`src/design/ee_guard_pkg.sv`:
```
package ee_guard_pkg;
	// ****************************************************************
	// Unlock keys and timing
	// ****************************************************************
	localparam logic [7:0] KEY_FIRST = 8'h55; // First unlock byte
	localparam logic [7:0] KEY_SECOND = 8'hAA; // Second unlock byte
	localparam int CLK_PERIOD_NS = 100; // 10 MHz system clock
	localparam int PWRT_US = 64; // Power-up timer period, plain default
	localparam int PWRT_CYCLES = (PWRT_US * 1000) / CLK_PERIOD_NS;
	localparam int WRITE_US = 40; // Self-timed write duration, default
	localparam int WRITE_CYCLES = (WRITE_US * 1000) / CLK_PERIOD_NS;
	// ****************************************************************
	// Control bit reset values
	// ****************************************************************
	localparam logic WR_EN_RST = 1'b0; // Write enable cleared at power-up
	localparam logic [7:0] DATA_RST = 8'h00; // Data register reset

	// Unlock progress
	typedef enum {UNL_IDLE, UNL_HALF, UNL_OPEN} unlock_t;
	// Engine state
	typedef enum {ENG_IDLE, ENG_READ, ENG_WRITE} engine_t;

	// Control strobes from the CPU side
	typedef struct packed {
		logic mem_space_sel; // memory_space_select
		logic cfg_space_sel; // config_space_select
		logic wr_en_set;     // Set write_enable_bit
		logic wr_en_clr;     // Clear write_enable_bit
		logic rd_start;      // Set read_start_bit
		logic wr_start;      // Set write_start_bit
		logic key_we;        // Write to unlock_key_register
	} ctl_t;
endpackage

```
`src/design/ee_access_guard.sv`:
```
`timescale 1ns/1ps
// What this block does
// - Code protect refuses external programmer accesses
// - CPU accesses ignore code protect
// - Write enable cleared at power-up
// - Writes blocked during power-up timer
// - CPU write needs enable plus completed unlock; external writes need neither
// - Write start stays set until done
// - Byte address, high byte beyond 256
// - Byte array, each location rewritable
module ee_access_guard
	import ee_guard_pkg::*;
#(
	parameter int AW = 8,
	parameter int PWRT_CNT = PWRT_CYCLES,
	parameter int WRITE_CNT = WRITE_CYCLES
) (
	input wire logic clk_i,
	input wire logic rst_b_i,
	input wire ee_guard_pkg::ctl_t ctl_i,
	input wire logic [7:0] key_data_i,
	input wire logic [7:0] addr_low_i,
	input wire logic [7:0] addr_high_i,
	input wire logic [7:0] wdata_i,
	input wire logic code_protect_i,
	input wire logic ext_req_i,
	input wire logic ext_we_i,
	input wire logic [7:0] ext_wdata_i,
	output logic [7:0] data_o,
	output logic wr_en_o,
	output logic rd_busy_o,
	output logic wr_busy_o,
	output logic pwrt_active_o,
	output logic ext_refused_o
);
	import ee_guard_pkg::*;

	// ****************************************************************
	// Elaboration checks
	// ****************************************************************
	if (AW < 8 || AW > 16)
	begin : g_bad_aw
		$error("AW must lie between 8 and 16");
	end
	// The held-bit check needs at least two busy cycles per write
	if (PWRT_CNT < 1 || WRITE_CNT < 2)
	begin : g_bad_cnt
		$error("Counts too small for the timers");
	end

	// Timer widths cover the larger of the two counts
	localparam int TW = $clog2((PWRT_CNT > WRITE_CNT ? PWRT_CNT :
		WRITE_CNT) + 1);

	// ****************************************************************
	// State
	// ****************************************************************
	unlock_t unl_r, unl_nxt; // Unlock sequence progress
	engine_t eng_r, eng_nxt; // Access engine
	logic wr_en_r, wr_en_nxt; // write_enable_bit
	logic rd_r, rd_nxt; // read_start_bit
	logic wr_r, wr_nxt; // write_start_bit
	logic [TW-1:0] pwrt_r, pwrt_nxt; // Power-up timer
	logic pwrt_act_r, pwrt_act_nxt; // Timer running, kept in a flop
	logic [TW-1:0] wcnt_r, wcnt_nxt; // Write duration timer
	logic [7:0] data_r, data_nxt; // Data register
	logic [7:0] wbuf_r, wbuf_nxt; // Byte latched for the write
	logic ext_ref_r, ext_ref_nxt; // External access refused flag
	logic arr_we; // Array write strobe
	logic [AW-1:0] arr_addr; // Array address
	logic [7:0] arr_wdata; // Array write data
	logic [7:0] arr_rdata; // Array read data
	logic ext_ok; // External access allowed

	// Select both clear means data array space
	function automatic logic data_space(input ctl_t c);
		return !c.mem_space_sel && !c.cfg_space_sel;
	endfunction

	// Address beyond 256 bytes pulls in the high byte
	function automatic logic [AW-1:0] full_addr(input logic [7:0] lo,
		input logic [7:0] hi);
		logic [15:0] a;
		a = {hi, lo};
		return a[AW-1:0];
	endfunction

	// ****************************************************************
	// Next-state logic
	// ****************************************************************
	always_comb
	begin
		unl_nxt = unl_r;
		eng_nxt = eng_r;
		wr_en_nxt = wr_en_r;
		rd_nxt = rd_r;
		wr_nxt = wr_r;
		pwrt_nxt = pwrt_r;
		wcnt_nxt = wcnt_r;
		data_nxt = data_r;
		wbuf_nxt = wbuf_r;
		ext_ref_nxt = 1'b0;
		// Count down the power-up timer once after reset
		if (pwrt_r != '0)
		begin
			pwrt_nxt = pwrt_r - TW'(1);
		end
		// Flag follows the next count so it never lags the timer
		pwrt_act_nxt = (pwrt_nxt != '0);
		// Write enable set and clear by software
		if (ctl_i.wr_en_set)
		begin
			wr_en_nxt = 1'b1;
		end
		else if (ctl_i.wr_en_clr)
		begin
			wr_en_nxt = 1'b0;
		end
		// Unlock key tracking; any other byte restarts it
		if (ctl_i.key_we)
		begin
			if (key_data_i == KEY_FIRST)
			begin
				unl_nxt = UNL_HALF;
			end
			else if (unl_r == UNL_HALF && key_data_i == KEY_SECOND)
			begin
				unl_nxt = UNL_OPEN;
			end
			else
			begin
				unl_nxt = UNL_IDLE;
			end
		end
		// External programmer access is refused under code protect
		if (ext_req_i && code_protect_i)
		begin
			ext_ref_nxt = 1'b1;
		end
		case (eng_r)
			ENG_IDLE:
			begin
				// A write attempt taken while idle uses up the unlock; a start strobe
				// while the engine is busy leaves it, so a later start can still use it
				if (ctl_i.wr_start)
				begin
					unl_nxt = UNL_IDLE;
				end
				if (ctl_i.wr_start && data_space(ctl_i))
				begin
					if (wr_en_r && unl_r == UNL_OPEN
						&& pwrt_r == '0)
					begin
						wr_nxt = 1'b1;
						wbuf_nxt = wdata_i;
						wcnt_nxt = TW'(WRITE_CNT);
						eng_nxt = ENG_WRITE;
					end
				end
				else if (ctl_i.rd_start && data_space(ctl_i))
				begin
					rd_nxt = 1'b1;
					eng_nxt = ENG_READ;
				end
				else if (ext_ok && !ext_we_i)
				begin
					eng_nxt = ENG_READ;
				end
				else if (ext_ok && ext_we_i && pwrt_r == '0)
				begin
					wbuf_nxt = ext_wdata_i;
					wr_nxt = 1'b1;
					wcnt_nxt = TW'(WRITE_CNT);
					eng_nxt = ENG_WRITE;
				end
			end
			ENG_READ:
			begin
				// Registered array data lands one cycle later
				data_nxt = arr_rdata;
				rd_nxt = 1'b0;
				eng_nxt = ENG_IDLE;
			end
			ENG_WRITE:
			begin
				// Bit held while the self-timed write runs
				if (wcnt_r == TW'(1))
				begin
					wr_nxt = 1'b0;
					eng_nxt = ENG_IDLE;
				end
				wcnt_nxt = wcnt_r - TW'(1);
			end
			default:
			begin
				eng_nxt = ENG_IDLE;
			end
		endcase
	end

	// CPU path never looks at code protect; external path does
	assign ext_ok = ext_req_i && !code_protect_i
		&& !ctl_i.wr_start && !ctl_i.rd_start;
	// Array strobe fires in the last write cycle
	assign arr_we = (eng_r == ENG_WRITE) && (wcnt_r == TW'(1));
	assign arr_addr = full_addr(addr_low_i, addr_high_i);
	assign arr_wdata = wbuf_r;

	// ****************************************************************
	// Registers
	// ****************************************************************
	always_ff @(posedge clk_i)
	begin
		if (!rst_b_i)
		begin
			unl_r <= UNL_IDLE;
			eng_r <= ENG_IDLE;
			wr_en_r <= WR_EN_RST;
			rd_r <= 1'b0;
			wr_r <= 1'b0;
			pwrt_r <= TW'(PWRT_CNT);
			pwrt_act_r <= 1'b1;
			wcnt_r <= '0;
			data_r <= DATA_RST;
			wbuf_r <= DATA_RST;
			ext_ref_r <= 1'b0;
		end
		else
		begin
			unl_r <= unl_nxt;
			eng_r <= eng_nxt;
			wr_en_r <= wr_en_nxt;
			rd_r <= rd_nxt;
			wr_r <= wr_nxt;
			pwrt_r <= pwrt_nxt;
			pwrt_act_r <= pwrt_act_nxt;
			wcnt_r <= wcnt_nxt;
			data_r <= data_nxt;
			wbuf_r <= wbuf_nxt;
			ext_ref_r <= ext_ref_nxt;
		end
	end

	// Byte-wide storage array
	ee_byte_array #(
		.AW(AW)
	) ee_byte_array_i (
		.clk_i(clk_i),
		.we_i(arr_we),
		.addr_i(arr_addr),
		.wdata_i(arr_wdata),
		.rdata_o(arr_rdata)
	);

	assign data_o = data_r;
	assign wr_en_o = wr_en_r;
	assign rd_busy_o = rd_r;
	assign wr_busy_o = wr_r;
	assign pwrt_active_o = pwrt_act_r;
	assign ext_refused_o = ext_ref_r;

	// ****************************************************************
	// Checks
	// ****************************************************************
	wr_needs_unlock_a: assert property (@(posedge clk_i)
		disable iff (!rst_b_i) $rose(wr_r) |-> $past(unl_r) == UNL_OPEN
		&& $past(wr_en_r))
		else $error("write began without enable and unlock");
	pwrt_blocks_a: assert property (@(posedge clk_i)
		disable iff (!rst_b_i) pwrt_r != '0 |-> !arr_we)
		else $error("array written during power-up timer");
	wr_held_a: assert property (@(posedge clk_i)
		disable iff (!rst_b_i) $rose(wr_r) |-> wr_r[*2])
		else $error("write start bit dropped early");
	wr_clears_a: assert property (@(posedge clk_i)
		disable iff (!rst_b_i) arr_we |=> !wr_r)
		else $error("write start bit not cleared at completion");
	rd_selfclear_a: assert property (@(posedge clk_i)
		disable iff (!rst_b_i) rd_r |=> !rd_r && data_r == $past(arr_rdata))
		else $error("read start bit did not clear with data");
	ext_refuse_a: assert property (@(posedge clk_i)
		disable iff (!rst_b_i) ext_req_i && code_protect_i |=> ext_ref_r
		&& eng_r != ENG_WRITE || $past(eng_r) == ENG_WRITE)
		else $error("protected external access not refused");
	sel_route_a: assert property (@(posedge clk_i)
		disable iff (!rst_b_i) eng_r == ENG_IDLE && ctl_i.rd_start
		&& ctl_i.mem_space_sel && !ctl_i.wr_start |=> !rd_r)
		else $error("read routed outside data space");
	wr_en_reset_a: assert property (@(posedge clk_i)
		!rst_b_i |=> !wr_en_r)
		else $error("write enable not cleared by reset");
endmodule

```
`src/design/ee_byte_array.sv`:
```
`timescale 1ns/1ps
// Byte array with registered read data
module ee_byte_array #(
	parameter int AW = 8
) (
	input wire logic clk_i,
	input wire logic we_i,
	input wire logic [AW-1:0] addr_i,
	input wire logic [7:0] wdata_i,
	output logic [7:0] rdata_o
);
	// ****************************************************************
	// Storage
	// ****************************************************************
	logic [7:0] mem [2**AW]; // One byte per location

	// Each location is read and rewritten on its own
	always_ff @(posedge clk_i)
	begin
		if (we_i)
		begin
			mem[addr_i] <= wdata_i;
		end
		rdata_o <= mem[addr_i];
	end
endmodule

```
`config.mk`:
```
export PLATFORM = sky130hd
export DESIGN_NAME = ee_access_guard
export DESIGN_NICKNAME = d
export VERILOG_FILES = /design/src/design/ee_guard_pkg.sv /design/src/design/ee_access_guard.sv /design/src/design/ee_byte_array.sv
export SDC_FILE = /design/constraint.sdc
export NUM_CORES = 2
export LEC_CHECK = 0
export ABC_CLOCK_PERIOD_IN_PS = 5400
export BUFFER_PORTS_ARGS = -buffer_cell sky130_fd_sc_hd__buf_2
export CORE_ASPECT_RATIO = 1.1
export CORE_MARGIN = 2
export CORE_UTILIZATION = 40
export DETAILED_ROUTE_END_ITERATION = 7
export PLACE_DENSITY_LB_ADDON = 0.12
export SYNTH_ARGS = -nofsm -noshare
export SYNTH_HDL_FRONTEND = slang
export SYNTH_SLANG_ARGS = --single-unit
```
`constraint.sdc`:
```
create_clock -name clk_i -period 5.4 [get_ports clk_i]
set_input_delay 0.27 -clock clk_i [delete_from_list [all_inputs] [get_ports clk_i]]
set_output_delay 0.27 -clock clk_i [all_outputs]
set_load 0.05 [all_outputs]
```
==> results_dict.tcl <==
set metrics [dict create \
    synth.distinct_cells 66 \
    cts_tree "yes" \
    ios 65 \
    sw_frac_of_total_pct 21.3 \
    via_per_inst 5.64 \
    startpoint_type "flip-flop" \
    grt_pass1_vias 41700 \
    worstSkewPairLatency_ns 0.88 \
    cts.clk_slew.worst_paths_ns 0.06 \
    hp-start "ext_req_i" \
    die_h_um 478 \
    pwr-share-seq_pct 52.3 \
    place_hpwl_um 133000 \
    slew_headroom_pct 13.2 \
    netlist_instances 3909 \
    setup_viol 0 \
    end_kind "flip-flop" \
    place_congestion 0.849 \
    period_minus_slack_ns 4.26 \
    power_frac_clock_pct 44.5 \
    pwr_density_cell_nw_per_um2 362 \
    worst_pin_slew_ns 1.29 \
    drt_pass1_iterations 6 \
    p_sw_w 0.00730 \
    initial_core_util_pct 40.1 \
    drc 0 \
    clockRootBuffer "clkbuf_16" \
    rows 174 \
    netlist_area_um2 81800 \
    grt_pass1_wl_um 316000 \
    peakVddDrop_mv 0.357 \
    cp.required_ns 5.85 \
    dieArea_um2 208000 \
    die_w_um 435 \
    max_freq_mhz 235 \
    async_reset_ff_share_pct 0 \
    yosysWarnings 0 \
    antenna_found_initial 7 \
    final_layout_size_suffix_gt1_share_pct 27.0 \
    ys_ff_latch 2131 \
    crit_fanout 16 \
    finClkSkew_ns 0.0706 \
    cts_resized 0 \
    wire_per_inst_um 30.9 \
    drt_iter0_markers 3894 \
    crit_chain "or4_1 -> nor3_1 -> and4_1 -> nor2b_1 -> nand2_1 -> nor2_1" \
    hold_path_class "input pin to flip-flop" \
    p_comb_share_pct 3.3 \
    fin_setup_tns_ns 0 \
    p_leak_nw 24.4 \
    p_int_w 0.0269 \
    cp_top_family "simple AND/OR/NAND/NOR gates" \
    slowest_stage "nor2_1" \
    synth_area_per_cell_um2 20.9 \
    vias 40400 \
    worstReg2RegStart "wcnt_r[3]$_SDFFE_PN0P_" \
    nets 4300 \
    port_buffers 56 \
    hold_violations 0 \
    ys_dominant_reg_cell "edfxtp_1" \
    core_area_um2 204000 \
    status "finished clean" \
    period_share_pct 78.9 \
    syn_to_final_growth_pct 15.5 \
    yosysSeqAreaShare_pct 77.2 \
    rsz0062_at_grt "no" \
    grt-ovfl-total 0 \
    critPathLaunch "wcnt_r[3]$_SDFFE_PN0P_" \
    synth_nets 3964 \
    arrival_ns 4.71 \
    cts_num_sinks 2131 \
    ctsLongestPathBuffers 3 \
    drv_cap 0 \
    whs_ns 0.130 \
    routed_wl_um 222000 \
    grt_start_max_net_pins 186 \
    numCtsBuffers 214 \
    drv_slew 0 \
    slowest_delay_ns 0.85 \
    track_usage_pct 21.3 \
    crit_buf_inv 0 \
    synth-edff-count 2048 \
    htree_levels 4 \
    final_antenna_net_count 0 \
    crit_type "flip-flop to flip-flop" \
]
[cells by family after synthesis]
group / after synthesis / share of synthesized area (%)
flip-flops: 2131 / 77.2
AND/OR/NAND/NOR: 557 / 3.17
multiplexers: 547 / 14.7
AO/OA/AOI/OAI: 414 / 3.46
buffers and inverters: 250 / 1.36
XOR/XNOR: 7 / 0.0750
adder cells (fa/ha/maj): 3 / 0.0459
[power by group through the flow]
| stage | Clock, W | Combinational [W] | Sequential [W] |
|---|---|---|---|
| final | 0.0152 | 0.00111 | 0.0179 |
| after global routing | 0.0161 | 0.00117 | 0.0179 |
| after CTS | 0.0155 | 0.00112 | 0.0179 |
| after detailed placement | 0 | 0.00110 | 0.0182 |
| after global placement | 0 | 0.00110 | 0.0182 |
| after floorplan | 0 | 0.000621 | 0.0182 |
[registers in the layout, indices dropped and copies added, names as in the netlist]
register	flops
pwrt_active_o	1
wr_en_o	1
ext_refused_o	1
ee_byte_array_i.mem	2048
rd_busy_o	1
arr_wdata	8
data_o	8
wr_busy_o	1
ee_byte_array_i.rdata_o	8
wcnt_r	10
eng_r	2
unl_r	32
pwrt_r	10
[area by class of cell]
class / instances / area (um2)
fillers: 17200 / 109000
inverters: 11 / 41.3
flip-flops and latches: 2131 / 63200
well taps: 2728 / 3410
repair buffers: 359 / 2970
clock buffers: 252 / 5550
multi-input cells: 1528 / 17600
clock inverters: 148 / 1690
diodes: 4 / 10.0
[routing by layer]
metal	track usage (%)	share of wire [%]	up-vias
li1	-	-	17000
met1	29.2	43	21900
met2	34.7	49	1173
met3	3.56	5.4	309
met4	6.87	3.1	2
met5	0	0.0054	-
[cell usage after synthesis (16+ instances only)]
| master | instances | share of area, % |
|---|---|---|
| nand2_1 | 80 | 0.37 |
| edfxtp_1 | 2048 | 75 |
| a22oi_1 | 212 | 1.9 |
| nor2_1 | 277 | 1.3 |
| a21oi_1 | 113 | 0.69 |
| buf_2 | 62 | 0.38 |
| o22ai_1 | 16 | 0.12 |
| nand3_1 | 32 | 0.20 |
| dfxtp_1 | 83 | 2.0 |
| mux2i_1 | 25 | 0.31 |
| nor4_1 | 38 | 0.29 |
| nor3_1 | 21 | 0.13 |
| buf_1 | 24 | 0.11 |
| nor2b_1 | 21 | 0.16 |
| clkbuf_1 | 134 | 0.62 |
| and2_1 | 39 | 0.30 |
| mux4_2 | 520 | 14 |
[placed cells by master, fill, tap and decap left out, types with 9 or more instances in the layout]
cell and count:
edfxtp_1 2048, mux4_2 520, nor2_1 276, buf_4 239, clkbuf_16 215, a22oi_1 212
a21oi_1 113, dfxtp_1 75, nand2_1 69, buf_2 53, clkinv_1 50, clkinv_2 46
dlygate4sd3_1 42, and2_1 38, nor4_1 37, clkbuf_1 34, nand3_1 28, bufinv_16 27
mux2i_1 25, buf_12 23, nor3_1 21, nor2b_1 19, o22ai_1 16, o21ai_0 12
nand2b_1 11, nand2_2 11, a21boi_0 11, clkinv_16 9
[tightest hold or removal path, delay by kind of cell]
kind            cells  cell delay (ns)
simple gates        3             0.39
compound gates      2             0.18
buf+inv             1             0.11
[path summary, 6_finish.rpt]
path / end / slack, ns / cells past startpoint
worst min register to register: data_o[4]$_SDFFE_PN0P_ / 0.44 / 2
worst max-delay path: ee_byte_array_i.mem[207][2]$_DFFE_PP_ / 1.14 / 6
worst min-delay path: wr_busy_o$_SDFFE_PN0P_ / 0.13 / 6
worst max register to register: ee_byte_array_i.mem[207][2]$_DFFE_PP_ / 1.14 / 6
[through the flow]
stage	util, %	cells	instance area, um2	worst slack, ns	total power, W
floorplan	-	3909	81800	1.15	0.0188
global placement	42.6	6715	86800	0.873	0.0193
detailed placement	42.6	6715	86800	0.867	0.0193
CTS	46.3	7157	94400	1.08	0.0345
global route	46.3	7158	94400	0.914	0.0352
finish	46.4	7161	94500	1.14	0.0342
[timing repair]
| action | in CTS | in global routing |
|---|---|---|
| hold endpoints to repair | 74 | 0 |
| hold buffers | 42 | 0 |
| buffers inserted | 0 | 0 |
(Power assumes the default switching activity.)
